===== config.mk =====
export PLATFORM = sky130hd
export DESIGN_NAME = watchdog_runaway_detector
export DESIGN_NICKNAME = d
export VERILOG_FILES = /design/src/rtl/watchdog_pkg.sv /design/src/rtl/tick_divider.sv /design/src/rtl/watchdog_runaway_detector.sv
export VERILOG_INCLUDE_DIRS = /design/src /design/src/rtl
export SDC_FILE = /design/constraint.sdc
export NUM_CORES = 1
export LEC_CHECK = 0
export BUFFER_PORTS_ARGS = -buffer_cell sky130_fd_sc_hd__clkbuf_2
export CORE_ASPECT_RATIO = 1.4
export CORE_MARGIN = 2
export CORE_UTILIZATION = 35
export CTS_CLUSTER_SIZE = 24
export DETAILED_ROUTE_END_ITERATION = 8
export PLACE_DENSITY = 0.62
export SETUP_SLACK_MARGIN = 0.4
export SLEW_MARGIN = 20
export SYNTH_ARGS = -nofsm -noshare
export SYNTH_HDL_FRONTEND = slang
export SYNTH_SLANG_ARGS = --single-unit

===== constraint.sdc =====
create_clock -name clk -period 5.2 [get_ports clk]
set_clock_uncertainty 0.2 [all_clocks]
set_input_delay 0.26 -clock clk [delete_from_list [all_inputs] [get_ports clk]]
set_output_delay 0.26 -clock clk [all_outputs]
set_load 0.01 [all_outputs]

===== src/rtl/watchdog_params.svh =====
// watchdog_params.svh: offsets-free constants for the runaway watchdog
// assumes: included by the watchdog design files only
`ifndef WATCHDOG_PARAMS_SVH
`define WATCHDOG_PARAMS_SVH
`define WDOG_WIDTH 15
`define WDOG_RELOAD 15'h7fff
`define WDOG_PRESCALE 16
`define WDOG_SWRST_BIT 3
`define WDOG_MAX_PRIO 3'h7
`endif


===== src/rtl/watchdog_pkg.sv =====
// watchdog_pkg: types shared by the runaway watchdog
// assumes: compiled before the design modules
package watchdog_pkg;
    typedef enum logic [1:0] {
        ST_IDLE = 2'b01,
        ST_RUN = 2'b10
    } wdog_state_t;
endpackage


===== src/rtl/tick_divider.sv =====
// tick_divider: one-cycle count enable every div cycles of clk
// assumes: single clock, synchronous active-high reset
`timescale 1ns/100ps
`default_nettype none
module tick_divider #(
    parameter int DIV = 16
) (
    input wire logic clk,
    input wire logic rst,
    output logic tick
);
    typedef struct packed {
        logic [15:0] cnt;
        logic tick;
    } div_state_t;
    div_state_t cur;
    div_state_t next_cur;
    always_comb begin
        next_cur = cur;
        next_cur.tick = 1'b0;
        if (cur.cnt == 16'(DIV - 1)) begin
            next_cur.cnt = 16'h0000;
            next_cur.tick = 1'b1;
        end else begin
            next_cur.cnt = cur.cnt + 16'h0001;
        end
    end
    always_ff @(posedge clk) begin
        if (rst) begin
            cur <= '0;
        end else begin
            cur <= next_cur;
        end
    end
    assign tick = cur.tick;
endmodule
`default_nettype wire


===== src/rtl/watchdog_runaway_detector.sv =====
// watchdog_runaway_detector: 15-bit runaway watchdog with software reset
// assumes: cpu write strobes on clk; cpu takes nmi, priority and reset here
// the cpu keeps its own priority level; this block only never resets it
// How it works
// - 15-bit down counter; underflow raises interrupt
// - interrupt is non-maskable, ignores enable/priority
// - stopped after reset until first start write
// - each start write loads 7fff, data ignored; a software reset in the same write wins
// - writing 1 to mode bit 3 resets
// - reset sequence starts at once, halts cpu
// - software reset keeps internal ram contents
// - vector jump is no reset; priority stays 7
`include "watchdog_params.svh"
`timescale 1ns/100ps
`default_nettype none
module watchdog_runaway_detector #(
    parameter int PRESCALE = `WDOG_PRESCALE
) (
    input wire logic clk,
    input wire logic rst,
    input wire logic startWrite,
    input wire logic modeWrite,
    input wire logic [7:0] modeData,
    input wire logic [2:0] processor_priority_level,
    input wire logic interruptEnable,
    output logic nmiRequest,
    output logic softReset,
    output logic ramHold,
    output logic [14:0] count,
    output logic running
);
    // ------------------------------------------------------------
    // state
    // ------------------------------------------------------------
    typedef struct packed {
        watchdog_pkg::wdog_state_t st;
        logic [14:0] cnt;
        logic nmi;
        logic swrst;
        logic hold;
        logic run;
    } wd_t;
    wd_t cur;
    wd_t next_cur;
    logic tick;
    tick_divider #(.DIV(PRESCALE)) u_div (
        .clk(clk),
        .rst(rst),
        .tick(tick)
    );
    // ------------------------------------------------------------
    // decode
    // ------------------------------------------------------------
    // shared by the next-state logic and the checks below
    function automatic logic soft_reset_hit(input logic wr,
        input logic [7:0] data);
        return wr && data[`WDOG_SWRST_BIT];
    endfunction
    logic swrstReq;
    logic underflowNow;
    assign swrstReq = soft_reset_hit(modeWrite, modeData);
    // antecedent helper: cycles with a same-cycle start write or any mode write are left out
    assign underflowNow = running && tick && count == 15'h0000
        && !startWrite && !modeWrite;
    // ------------------------------------------------------------
    // next state
    // ------------------------------------------------------------
    // the enable flag and priority inputs are deliberately unused in the
    // nmi path: a runaway program may have masked everything
    always_comb begin
        next_cur = cur;
        next_cur.nmi = 1'b0;
        next_cur.swrst = 1'b0;
        next_cur.hold = 1'b0;
        case (cur.st)
            watchdog_pkg::ST_IDLE: begin
                if (startWrite) begin
                    next_cur.st = watchdog_pkg::ST_RUN;
                    next_cur.run = 1'b1;
                    next_cur.cnt = `WDOG_RELOAD;
                end
            end
            watchdog_pkg::ST_RUN: begin
                if (startWrite) begin
                    next_cur.cnt = `WDOG_RELOAD;
                end else if (tick) begin
                    if (cur.cnt == 15'h0000) begin
                        next_cur.nmi = 1'b1;
                        // the nmi is no reset: keep running from the top
                        next_cur.cnt = `WDOG_RELOAD;
                    end else begin
                        next_cur.cnt = cur.cnt - 15'h0001;
                    end
                end
            end
            default: begin
                next_cur.st = watchdog_pkg::ST_IDLE;
                next_cur.run = 1'b0;
            end
        endcase
        // software reset wins over a start write or an underflow in the
        // same cycle: nothing may follow the reset, not even the nmi
        if (swrstReq) begin
            next_cur.swrst = 1'b1;
            next_cur.hold = 1'b1;
            next_cur.nmi = 1'b0;
            next_cur.st = watchdog_pkg::ST_IDLE;
            next_cur.run = 1'b0;
            next_cur.cnt = 15'h0000;
        end
    end
    always_ff @(posedge clk) begin
        if (rst) begin
            cur.st <= watchdog_pkg::ST_IDLE;
            cur.cnt <= 15'h0000;
            cur.nmi <= 1'b0;
            cur.swrst <= 1'b0;
            cur.hold <= 1'b0;
            cur.run <= 1'b0;
        end else begin
            cur <= next_cur;
        end
    end
    assign nmiRequest = cur.nmi;
    assign softReset = cur.swrst;
    assign ramHold = cur.hold;
    assign count = cur.cnt;
    assign running = cur.run;
    // ------------------------------------------------------------
    // checks
    // ------------------------------------------------------------
    property p_underflow;
        @(posedge clk) disable iff (rst)
        (running && tick && count == 15'h0000 && !startWrite && !modeWrite)
            |=> nmiRequest;
    endproperty
    a_underflow: assert property (p_underflow)
        else $error("no nmi after underflow");
    property p_nomask;
        @(posedge clk) disable iff (rst)
        (running && tick && count == 15'h0000 && !startWrite && !modeWrite
            && !interruptEnable) |=> nmiRequest;
    endproperty
    a_nomask: assert property (p_nomask)
        else $error("nmi suppressed by mask");
    property p_idle;
        @(posedge clk) disable iff (rst)
        (!running && !startWrite) |=> (!running && !nmiRequest);
    endproperty
    a_idle: assert property (p_idle)
        else $error("counter left idle without start");
    property p_reload;
        @(posedge clk) disable iff (rst)
        (startWrite && !modeWrite) |=> (count == 15'h7fff && running);
    endproperty
    a_reload: assert property (p_reload)
        else $error("start write did not load 7fff");
    property p_swrst;
        @(posedge clk) disable iff (rst)
        swrstReq |=> (softReset && ramHold && !running);
    endproperty
    a_swrst: assert property (p_swrst)
        else $error("software reset not raised");
    property p_swrst_only;
        @(posedge clk) disable iff (rst)
        softReset |-> $past(swrstReq);
    endproperty
    a_swrst_only: assert property (p_swrst_only)
        else $error("spurious software reset");
    property p_dec;
        @(posedge clk) disable iff (rst)
        (running && tick && count != 15'h0000 && !startWrite && !modeWrite)
            |=> (count == $past(count) - 15'h0001);
    endproperty
    a_dec: assert property (p_dec)
        else $error("counter did not decrement");
    property p_hold;
        @(posedge clk) disable iff (rst)
        softReset |-> ramHold;
    endproperty
    a_hold: assert property (p_hold)
        else $error("ram hold missing on software reset");
    property p_hold_only;
        @(posedge clk) disable iff (rst)
        ramHold |-> softReset;
    endproperty
    a_hold_only: assert property (p_hold_only)
        else $error("ram hold without software reset");
    property p_nmi_noreset;
        @(posedge clk) disable iff (rst)
        nmiRequest |-> (running && !softReset && !ramHold);
    endproperty
    a_nmi_noreset: assert property (p_nmi_noreset)
        else $error("nmi acted as a reset");
    property p_prio_masked;
        @(posedge clk) disable iff (rst)
        (underflowNow && processor_priority_level == `WDOG_MAX_PRIO)
            |=> nmiRequest;
    endproperty
    a_prio_masked: assert property (p_prio_masked)
        else $error("nmi suppressed by priority level");
    property p_idle_frozen;
        @(posedge clk) disable iff (rst)
        (!running && !startWrite) |=> $stable(count);
    endproperty
    a_idle_frozen: assert property (p_idle_frozen)
        else $error("counter moved while idle");
    // ------------------------------------------------------------
    // coverage
    // ------------------------------------------------------------
    c_start: cover property (@(posedge clk) disable iff (rst)
        startWrite ##1 running);
    c_nmi: cover property (@(posedge clk) disable iff (rst) nmiRequest);
    c_swrst: cover property (@(posedge clk) disable iff (rst) softReset);
    c_kick: cover property (@(posedge clk) disable iff (rst)
        running && startWrite ##1 count == 15'h7fff);
    c_swrst_run: cover property (@(posedge clk) disable iff (rst)
        running && swrstReq);
endmodule
`default_nettype wire


==> out/results.tsv, run 1 <==
stage	metric	value	unit
outcome	status	completed	
worst_setup_path	crit_path_start_kind	register	
global_routing	use_met3	3.84	%
worst_setup_path	cp.depth	6	
logic_synthesis	yosysTopAreaCell	dfxtp_1	
routing	routed-via-count	1599	
routing	drt_wl_total	3900	um
die	initial_core_util	36.4	%
timing	max_freq	336	MHz
worst_setup_path	timing.rr.end	count[10]	
place	dpl.hpwl	2840	um
cells_and_area	syn_to_final_growth	8.33	%
worst_setup_path	worst-r2r-setup-slack	2.22	ns
timing	worstMarginPinSlew	1.00	ns
pwr	ir_drop	0.144	mV
global_routing	grt_antenna_before_repair	0	
routing	detail_route.wl_per_cell	13.2	um
global_routing	grt_max_degree	17	
die	die_area	6020	um2
logic_synthesis	synth.net_count	239	
logic_synthesis	netlist_instances	218	
worst_setup_path	critical-path-max-stage-delay	0.82	ns
worst_setup_path	critPathMaxFanout	11	
timing	rsz0062_at_grt	false	
worst_setup_path	crit_path_top_delay_cell	o41ai_2	
routing	vias_per_cell	5.42	
logic_synthesis	ys_seq_elements	36	
timing	finalCritPeriodShare	57.2	%
place	port_buffers	23	
die	row_count	31	
logic_synthesis	synthMostInstantiatedCell	dfxtp_1	
routing	final_antenna_net_count	0	
timing	final_hold_viol_count	0	
worst_setup_path	path_class	reg2reg	
routing	drt_iter0_markers	50	
cells_and_area	drive_gt1_share	16.2	%
clock_network	cts_resized	0	
timing	report.final.slew_viol_count	0	
clock_network	clock-sinks	36	
cells_and_area	antenna_cells	0	
pwr	powerDensity	323	nW/um2
worst_setup_path	worstPathCellList	inv_1 > ha_1 > or4b_2 > o41ai_2 > nand2_1 > a31oi_1	
logic_synthesis	synthTopCellsByArea	dfxtp_1, buf_4, xnor2_1	
run	max_cap_viol_count	0	
logic_synthesis	synth_area_per_cell	8.68	um2
global_routing	top_usage_layer	met2	
worst_hold_path	hold_start	modeData[3]	
place	place.gp.congestion	0.830	
place	place_inst	286	
clock_network	cts_buffer_depth	2	
clock_network	cts_tree	yes	
logic_synthesis	async_flop_share	0	%
clock_network	htree_num_levels	2	
die	core	5200	um2
timing	fin_crit	2.98	ns
logic_synthesis	synth_top_flop_cell	dfxtp_1	
routing	drt_pass1_iterations	4	
worst_setup_path	cp_num_buf_inv	1	
timing	max_slew_margin	32.4	%
worst_setup_path	r2r_start	count[0]	
logic_synthesis	synth_top_cell_area_share	38.1	%
timing	final-setup-viol-count	0	
logic_synthesis	yosysWarnings	0	
worst_setup_path	reg2regPathDepth	6	
worst_setup_path	cp_top_family	compound AO/OA/AOI/OAI gates	
worst_setup_path	critPathRequiredTime	5.21	ns
worst_setup_path	crit_path_end_kind	register	
worst_hold_path	hold_path.class	in2reg	
global_routing	global_route.usage.met2	24.9	%
clock_network	clockRootBuffer	clkbuf_8	
worst_hold_path	min_to	softReset	
cells_and_area	fin_nets	249	
logic_synthesis	synth_cell_types	42	
logic_synthesis	synth_top_cells_by_count	dfxtp_1, nor2_1, buf_4	
worst_hold_path	min_path_cells	3	
routing	drc	0	
cells_and_area	final_cells	295	
global_routing	grt_first_pass_wirelength	6690	um
clock_network	clk_pin_slew	0.07	ns
die	die_y	91.0	um
global_routing	first_global_vias	1516	
clock_network	cts_setup_buffers	0	
global_routing	grt_use_total	14.1	%
logic_synthesis	ys_seq_area_share	38.1	%
logic_synthesis	synth_edf_count	0	
global_routing	gr-total-overflow	0	
logic_synthesis	syn-cell-area	1890	um2
clock_network	worstSkewPairLatency	0.29	ns
pwr	leakage	0.754	nW
clock_network	ctsHoldBuffers	1	
clock_network	cts_buffers	5	
die	ios	35	
timing	setup_tns	0	ns
die	die_width	66.2	um
worst_setup_path	cp.arrival	2.99	ns
global_routing	use_met1	14.8	%
==> stage by stage <==
stage | hold slack, ns | utilization, % | worst slack, ns | power [W] | cell area [um2]
after floorplan | 0.132 | - | 2.91 | 0.000439 | 1890
after global placement | 0.254 | 37.5 | 2.25 | 0.000459 | 1950
after detailed placement | 0.266 | 37.5 | 2.23 | 0.000463 | 1950
after CTS | 0.000866 | 39.5 | 2.21 | 0.000673 | 2050
after global routing | 0.0363 | 39.5 | 1.94 | 0.000705 | 2050
final | 0.00666 | 39.5 | 2.22 | 0.000663 | 2050
==> placed cells by master, fill, tap and decap left out, drive strengths merged, types with 2 or more instances in the layout <==
cell,count
o21a,4
nand3,8
o31ai,4
nand4,6
and4,2
a41o,2
dfxtp,36
inv,12
xnor2,10
nor3,9
a41oi,2
nand2b,4
nor2,23
ha,5
nor4,13
xor2,4
o41ai,2
clkbuf,31
a31oi,6
or4,5
nand2,7
a21oi,7
o21ai,6
or3,4
a211oi,2
==> worst max-delay path by stage <==
stage / from / endpoint / slack, ns
after floorplan: count[0] / count[4] / 2.91
after global placement: count[0] / count[12] / 2.25
after detailed placement: count[0] / count[8] / 2.23
after CTS: count[0] / count[8] / 2.21
after global routing: count[0] / count[14] / 1.94
final: count[0] / count[10] / 2.22
==> flip-flops by register name (all words and copies together), names as in the netlist <==
name and count:
count 15, cur 1, nmiRequest 1, running 1
softReset 1, u_div.cur 16, u_div.tick 1
==> final cells by class <==
cell class / instances / area, um2
Tap cell: 66 / 82.6
Timing Repair Buffer: 25 / 133
Fill cell: 557 / 3150
Sequential cell: 36 / 721
Inverter: 12 / 45.0
Multi-Input combinational cell: 148 / 980
Clock buffer: 8 / 90.1
==> layer usage <==
metal	part of all wire [%]	routed length, um	vias to the layer above
li1	-	-	812
met1	40	1540	748
met2	54	2090	31
met3	4.4	170	8
met4	2.4	94	0
met5	0	0	-
==> power breakdown <==
group          internal, W  leakage [nW]  switching, W  total, W
Sequential        0.000295         0.295     0.0000275  0.000322
Combinational    0.0000529         0.413     0.0000807  0.000134
Clock             0.000108        0.0455     0.0000989  0.000207
Total             0.000456         0.754      0.000207  0.000663
==> cells by family after synthesis <==
family | Yosys count | share of synthesized area [%]
simple gates | 87 | 25.0
compound gates | 42 | 17.0
flops | 36 | 38.1
buf+inv | 34 | 10.2
xor+xnor | 14 | 6.48
fa+ha+maj | 5 | 3.30
==> worst register-to-register path, stage by stage, from the launching register on <==
cell and delay, ns:
dfxtp_1 0.39, inv_1 0.15, ha_1 0.15, or4b_2 0.65
o41ai_2 0.83, nand2_1 0.32, a31oi_1 0.22
No activity file was read; power rests on OpenSTA's default activity.
==> run 2, diff against run 1 <==
- clock period: 5.2 -> 2.75 ns (I/O delays scaled with it)
==> run 2 against run 1 <==
Compared with the run above: core utilization increased by 1.4 points; fmax increased by 33%; design area increased by 3.7%; sequential power increased by 89%; register-to-register slack got worse by 1.7 ns; worst hold slack improved by 0.096 ns.
==> out/results.tsv, run 2 (same netlist as run 1, synthesis figures left out) <==
stage	metric	value	unit
place	place.gp.congestion	0.824	
routing	drt_pass1_iterations	5	
die	core	5200	um2
worst_setup_path	path_class	reg2reg	
global_routing	gr-total-overflow	0	
worst_setup_path	critPathMaxFanout	8	
cells_and_area	antenna_cells	0	
worst_setup_path	critical-path-max-stage-delay	0.50	ns
routing	drt_iter0_markers	77	
timing	finalCritPeriodShare	81.1	%
routing	wl_met1	1550	um
worst_setup_path	critPathRequiredTime	2.79	ns
pwr	powerDensity	609	nW/um2
clock_network	cts_tree	yes	
routing	drt_wl_total	3870	um
die	row_count	31	
cells_and_area	final_cell_mix	dfxtp_1, nor2_1, clkbuf_2	
outcome	status	completed	
cells_and_area	final_common_cell	dfxtp_1	
timing	max_slew_margin	62.0	%
worst_hold_path	hold_path.class	in2reg	
routing	drc	0	
timing	hold_ws	0.102	ns
pwr	leakage	0.783	nW
global_routing	grt_first_pass_wirelength	6750	um
cells_and_area	fillers	541	
worst_setup_path	cp_num_buf_inv	1	
timing	fin_crit	2.23	ns
global_routing	first_global_vias	1549	
worst_setup_path	crit_path_top_delay_cell	or4b_4	
clock_network	cts_setup_buffers	0	
clock_network	cts_buffers	5	
clock_network	clk_pin_slew	0.08	ns
routing	final_antenna_net_count	0	
routing	vias_per_cell	5.28	
die	die_area	6020	um2
die	initial_core_util	36.4	%
cells_and_area	fin_nets	254	
die	ios	35	
die	die_y	91.0	um
cells_and_area	largest_reg_flops	16	
worst_setup_path	cp_top_family	compound AO/OA/AOI/OAI gates	
routing	wl_met2	2070	um
timing	worstMarginPinSlew	0.569	ns
place	port_buffers	23	
worst_setup_path	cp.arrival	2.27	ns
clock_network	htree_num_levels	2	
cells_and_area	regMostFlops	u_div.cur	
timing	max_freq	448	MHz
routing	met3_length	155	um
global_routing	grt_use_total	14.3	%
routing	detail_route.wl_per_cell	12.9	um
clock_network	worstSkewPairLatency	0.29	ns
timing	report.final.slew_viol_count	0	
routing	routed-via-count	1579	
run	max_cap_viol_count	0	
pwr	ir_drop	0.213	mV
timing	rsz0062_at_grt	false	
routing	top_layer	met4	
clock_network	cts_buffer_depth	2	
timing	final-setup-viol-count	0	
timing	final_hold_viol_count	0	
worst_setup_path	worstPathCellList	inv_2 > ha_1 > or4b_4 > o41a_4 > a2111oi_2 > a31o_1	
global_routing	grt_max_degree	17	
cells_and_area	syn_to_final_growth	12.3	%
global_routing	grt_antenna_before_repair	0	
place	dpl.hpwl	2810	um
worst_setup_path	crit_path_end_kind	register	
die	die_width	66.2	um
cells_and_area	drive_gt1_share	19.3	%
timing	setup_tns	0	ns
worst_setup_path	crit_path_start_kind	register	
clock_network	clockRootBuffer	clkbuf_8	
clock_network	clock-sinks	36	
run 2: cell count changes in the layout (fill, tap and decap cells not counted), moves of 2 or more:
cell and change:
clkbuf_1 -2, dfxtp_2 +2, buf_4 +2, dfxtp_1 -2, dlygate4sd3_1 +3
run 2: report_power, final:
part / internal [W] / total (W) / leakage, nW / switching (W)
logic: 0.000113 / 0.000274 / 0.437 / 0.000161
clock network: 0.000223 / 0.000411 / 0.0503 / 0.000188
registers: 0.000558 / 0.000610 / 0.296 / 0.0000521
total: 0.000894 / 0.00129 / 0.783 / 0.000400
run 2: cell type report:
cell class	instances	area (um2)	share of cell area, %
timing repair buffer	30	178	8.36
multi-input combinational	148	1000	47.1
sequential	36	723	34.0
tap	66	82.6	3.88
inverter	12	45.0	2.12
clock buffer	7	96.3	4.53
run 2: path summary, 6_finish.rpt:
| path | startpoint | end | slack, ns | cells after the start |
|---|---|---|---|---|
| hold reg to reg | u_div.tick | nmiRequest | 0.25 | 2 |
| setup / recovery | count[0] | count[4] | 0.52 | 6 |
| hold / removal | modeWrite | count[6] | 0.10 | 4 |
| setup reg to reg | count[0] | count[4] | 0.52 | 6 |
run 2: worst min-delay path: stages:
cell and delay [ns]:
clkbuf_2 0.09, a21oi_1 0.18, o31ai_1 0.10, a21oi_1 0.05
run 2: stage by stage:
stage | setup WS, ns | instance area, um2 | util [%] | power, W | std cells
finish | 0.519 | 2130 | 40.9 | 0.00129 | 299
global route | 0.419 | 2130 | 40.9 | 0.00137 | 299
CTS | 0.414 | 2120 | 40.7 | 0.00130 | 299
detailed placement | 0.187 | 1970 | 37.8 | 0.000881 | 288
global placement | 0.226 | 1970 | 37.8 | 0.000877 | 288
floorplan | 0.462 | 1890 | - | 0.000830 | 218
run 2: layer usage:
| metal | track usage [%] | vias up |
|---|---|---|
| li1 | - | 817 |
| met1 | 14.5 | 729 |
| met2 | 26.3 | 25 |
| met3 | 3.72 | 8 |
| met4 | 6.63 | 0 |
| met5 | 0 | - |
run 2: what timing repair did:
| item | 4_1_cts | 5_1_grt |
|---|---|---|
| endpoints found under the hold margin | 5 | 0 |
| hold buffers | 4 | 0 |
| resized for setup | 2 | 5 |
| setup endpoints to repair | 14 | 8 |
==> run 3, diff against run 2 <==
- PLACE_DENSITY: 0.62 -> 0.64
- clock period: 2.75 -> 1.9 ns (I/O delays scaled with it)
==> run 3 against run 2 <==
Compared with the run above: the flow now finishes with violations (hold timing, setup timing); setup slack got worse by 0.73 ns; global-route usage up 3.3 points; fmax grew 5.8%; largest cell class unchanged; sequential cell count did not move; power grew 70%; design area is 35% higher; largest power group unchanged; via count grew 20%.
==> out/results.tsv, run 3 (same netlist as run 1, synthesis figures left out) <==
stage	metric	value	unit
clock_network	clockRootBuffer	clkbuf_8	
die	die_y	91.0	um
routing	drc	0	
cells_and_area	final_cell_mix	buf_4, clkbuf_2, dfxtp_1	
pwr	clkPwrFrac	30.8	%
cells_and_area	regMostFlops	u_div.cur	
die	ios	35	
routing	detail_route.wl_per_cell	15.1	um
clock_network	cts_buffer_depth	2	
clock_network	clock-sinks	36	
clock_network	cts_tree	yes	
timing	report.final.slew_viol_count	0	
clock_network	worstSkewPairLatency	0.29	ns
pwr	powerDensity	765	nW/um2
cells_and_area	design_area	2870	um2
pwr	seqPwrFrac	38.1	%
pwr	p_int	0.00151	W
cells_and_area	syn_to_final_growth	51.7	%
worst_setup_path	worst-r2r-setup-slack	-0.21	ns
cells_and_area	post-route-util	55.2	%
global_routing	gr-total-overflow	0	
run	max_cap_viol_count	0	
timing	setup_tns	-1.74	ns
place	placed_cell_area	2260	um2
pwr	ir_drop	0.438	mV
timing	hold_ws	-0.179	ns
clock_network	cts_buffers	5	
cells_and_area	multiInputGateArea	1330	um2
worst_setup_path	r2r_start	count[1]	
cells_and_area	final_common_cell	buf_4	
worst_setup_path	critPathRequiredTime	1.94	ns
routing	routed-via-count	1898	
cells_and_area	largest_reg_flops	16	
global_routing	grt_first_pass_wirelength	8370	um
pwr	combPwrFrac	31.1	%
routing	drt_pass1_iterations	4	
pwr	sw_frac_of_total	31.3	%
pwr	leakage	1.11	nW
clock_network	ctsHoldBuffers	2	
worst_setup_path	critPathMaxFanout	8	
worst_setup_path	cp.arrival	2.15	ns
routing	final_antenna_net_count	0	
global_routing	grt_use_total	17.7	%
die	core	5200	um2
worst_hold_path	hold_path.class	in2reg	
timing	fin_crit	2.11	ns
outcome	violations	hold timing, setup timing	
routing	drt_wl_total	5250	um
global_routing	first_global_vias	1929	
timing	max_slew_margin	63.3	%
clock_network	clk_pin_slew	0.08	ns
worst_setup_path	crit_path_start	count[1]	
pwr	switchingPower	0.000687	W
clock_network	htree_num_levels	2	
worst_hold_path	hold_start	rst	
global_routing	grt_antenna_before_repair	0	
global_routing	grt_max_degree	16	
timing	rsz0062_at_grt	true	
place	port_buffers	23	
die	row_count	31	
die	die_width	66.2	um
cells_and_area	fillers	472	
worst_setup_path	crit_path_end_kind	register	
worst_setup_path	path_class	reg2reg	
place	dpl.hpwl	3370	um
routing	vias_per_cell	5.45	
cells_and_area	seqCellArea	761	um2
cells_and_area	drive_gt1_share	54.3	%
routing	drt_iter0_markers	77	
worst_setup_path	crit_path_start_kind	register	
timing	finalWorstSetupSlack	-0.209	ns
timing	final-setup-viol-count	15	
timing	final_hold_viol_count	2	
cells_and_area	fin_nets	302	
die	initial_core_util	36.4	%
cells_and_area	antenna_cells	0	
timing	finalCritPeriodShare	111	%
outcome	status	complete, but fails checks	
place	place.gp.congestion	0.854	
timing	worstMarginPinSlew	0.551	ns
pwr	power.total	0.00220	W
die	die_area	6020	um2
timing	max_freq	474	MHz
-- run 3: power groups by stage --
stage	logic, W	clock network (W)	registers, W
after floorplan	0.000348	0	0.000886
after global placement	0.000567	0	0.000859
after detailed placement	0.000575	0	0.000862
after CTS	0.000629	0.000699	0.000842
after global routing	0.000747	0.000729	0.000843
final	0.000684	0.000675	0.000837
-- run 3: final timing paths --
kind                  endpoint  cells after the start
setup reg to reg      count[4]                      6
hold / removal    u_div.cur[3]                      2
setup / recovery      count[4]                      6
hold reg to reg        cur[19]                      1
-- run 3: final cells by class --
type	instances	share of cell area [%]
flip-flops and latches	36	26.5
clock buffers	5	2.40
clock inverters	3	1.48
repair buffers	77	19.0
well taps	66	2.88
inverters	12	1.57
multi-input cells	149	46.2
-- run 3: through the flow --
step | std cells | setup WS [ns]
after floorplan | 218 | -0.231
after global placement | 319 | -0.232
after detailed placement | 319 | -0.262
after CTS | 339 | -0.184
after global routing | 348 | -0.282
final | 348 | -0.209
-- run 3: per-layer routing --
| metal | wire [um] | GRT usage [%] | share of wire (%) |
|---|---|---|---|
| met5 | 0 | 0 | 0 |
| met4 | 235 | 10.5 | 4.5 |
| met3 | 152 | 3.47 | 2.9 |
| met2 | 2940 | 32.8 | 56 |
| met1 | 1920 | 17.1 | 37 |
-- run 3: worst max-delay path, cell delays in order, from the launching register on --
cell       delay [ns]
dfxtp_2          0.33
inv_2            0.07
ha_4             0.11
or4b_4           0.48
o41a_4           0.43
a2111oi_4        0.30
a31o_1           0.13
-- run 3: timing repair --
item,CTS,global route
buffers inserted,8,9
resized for setup,28,51
endpoints found under the hold margin,5,2
setup endpoints to repair,31,31
gates cloned,2,0
pin swaps,11,32
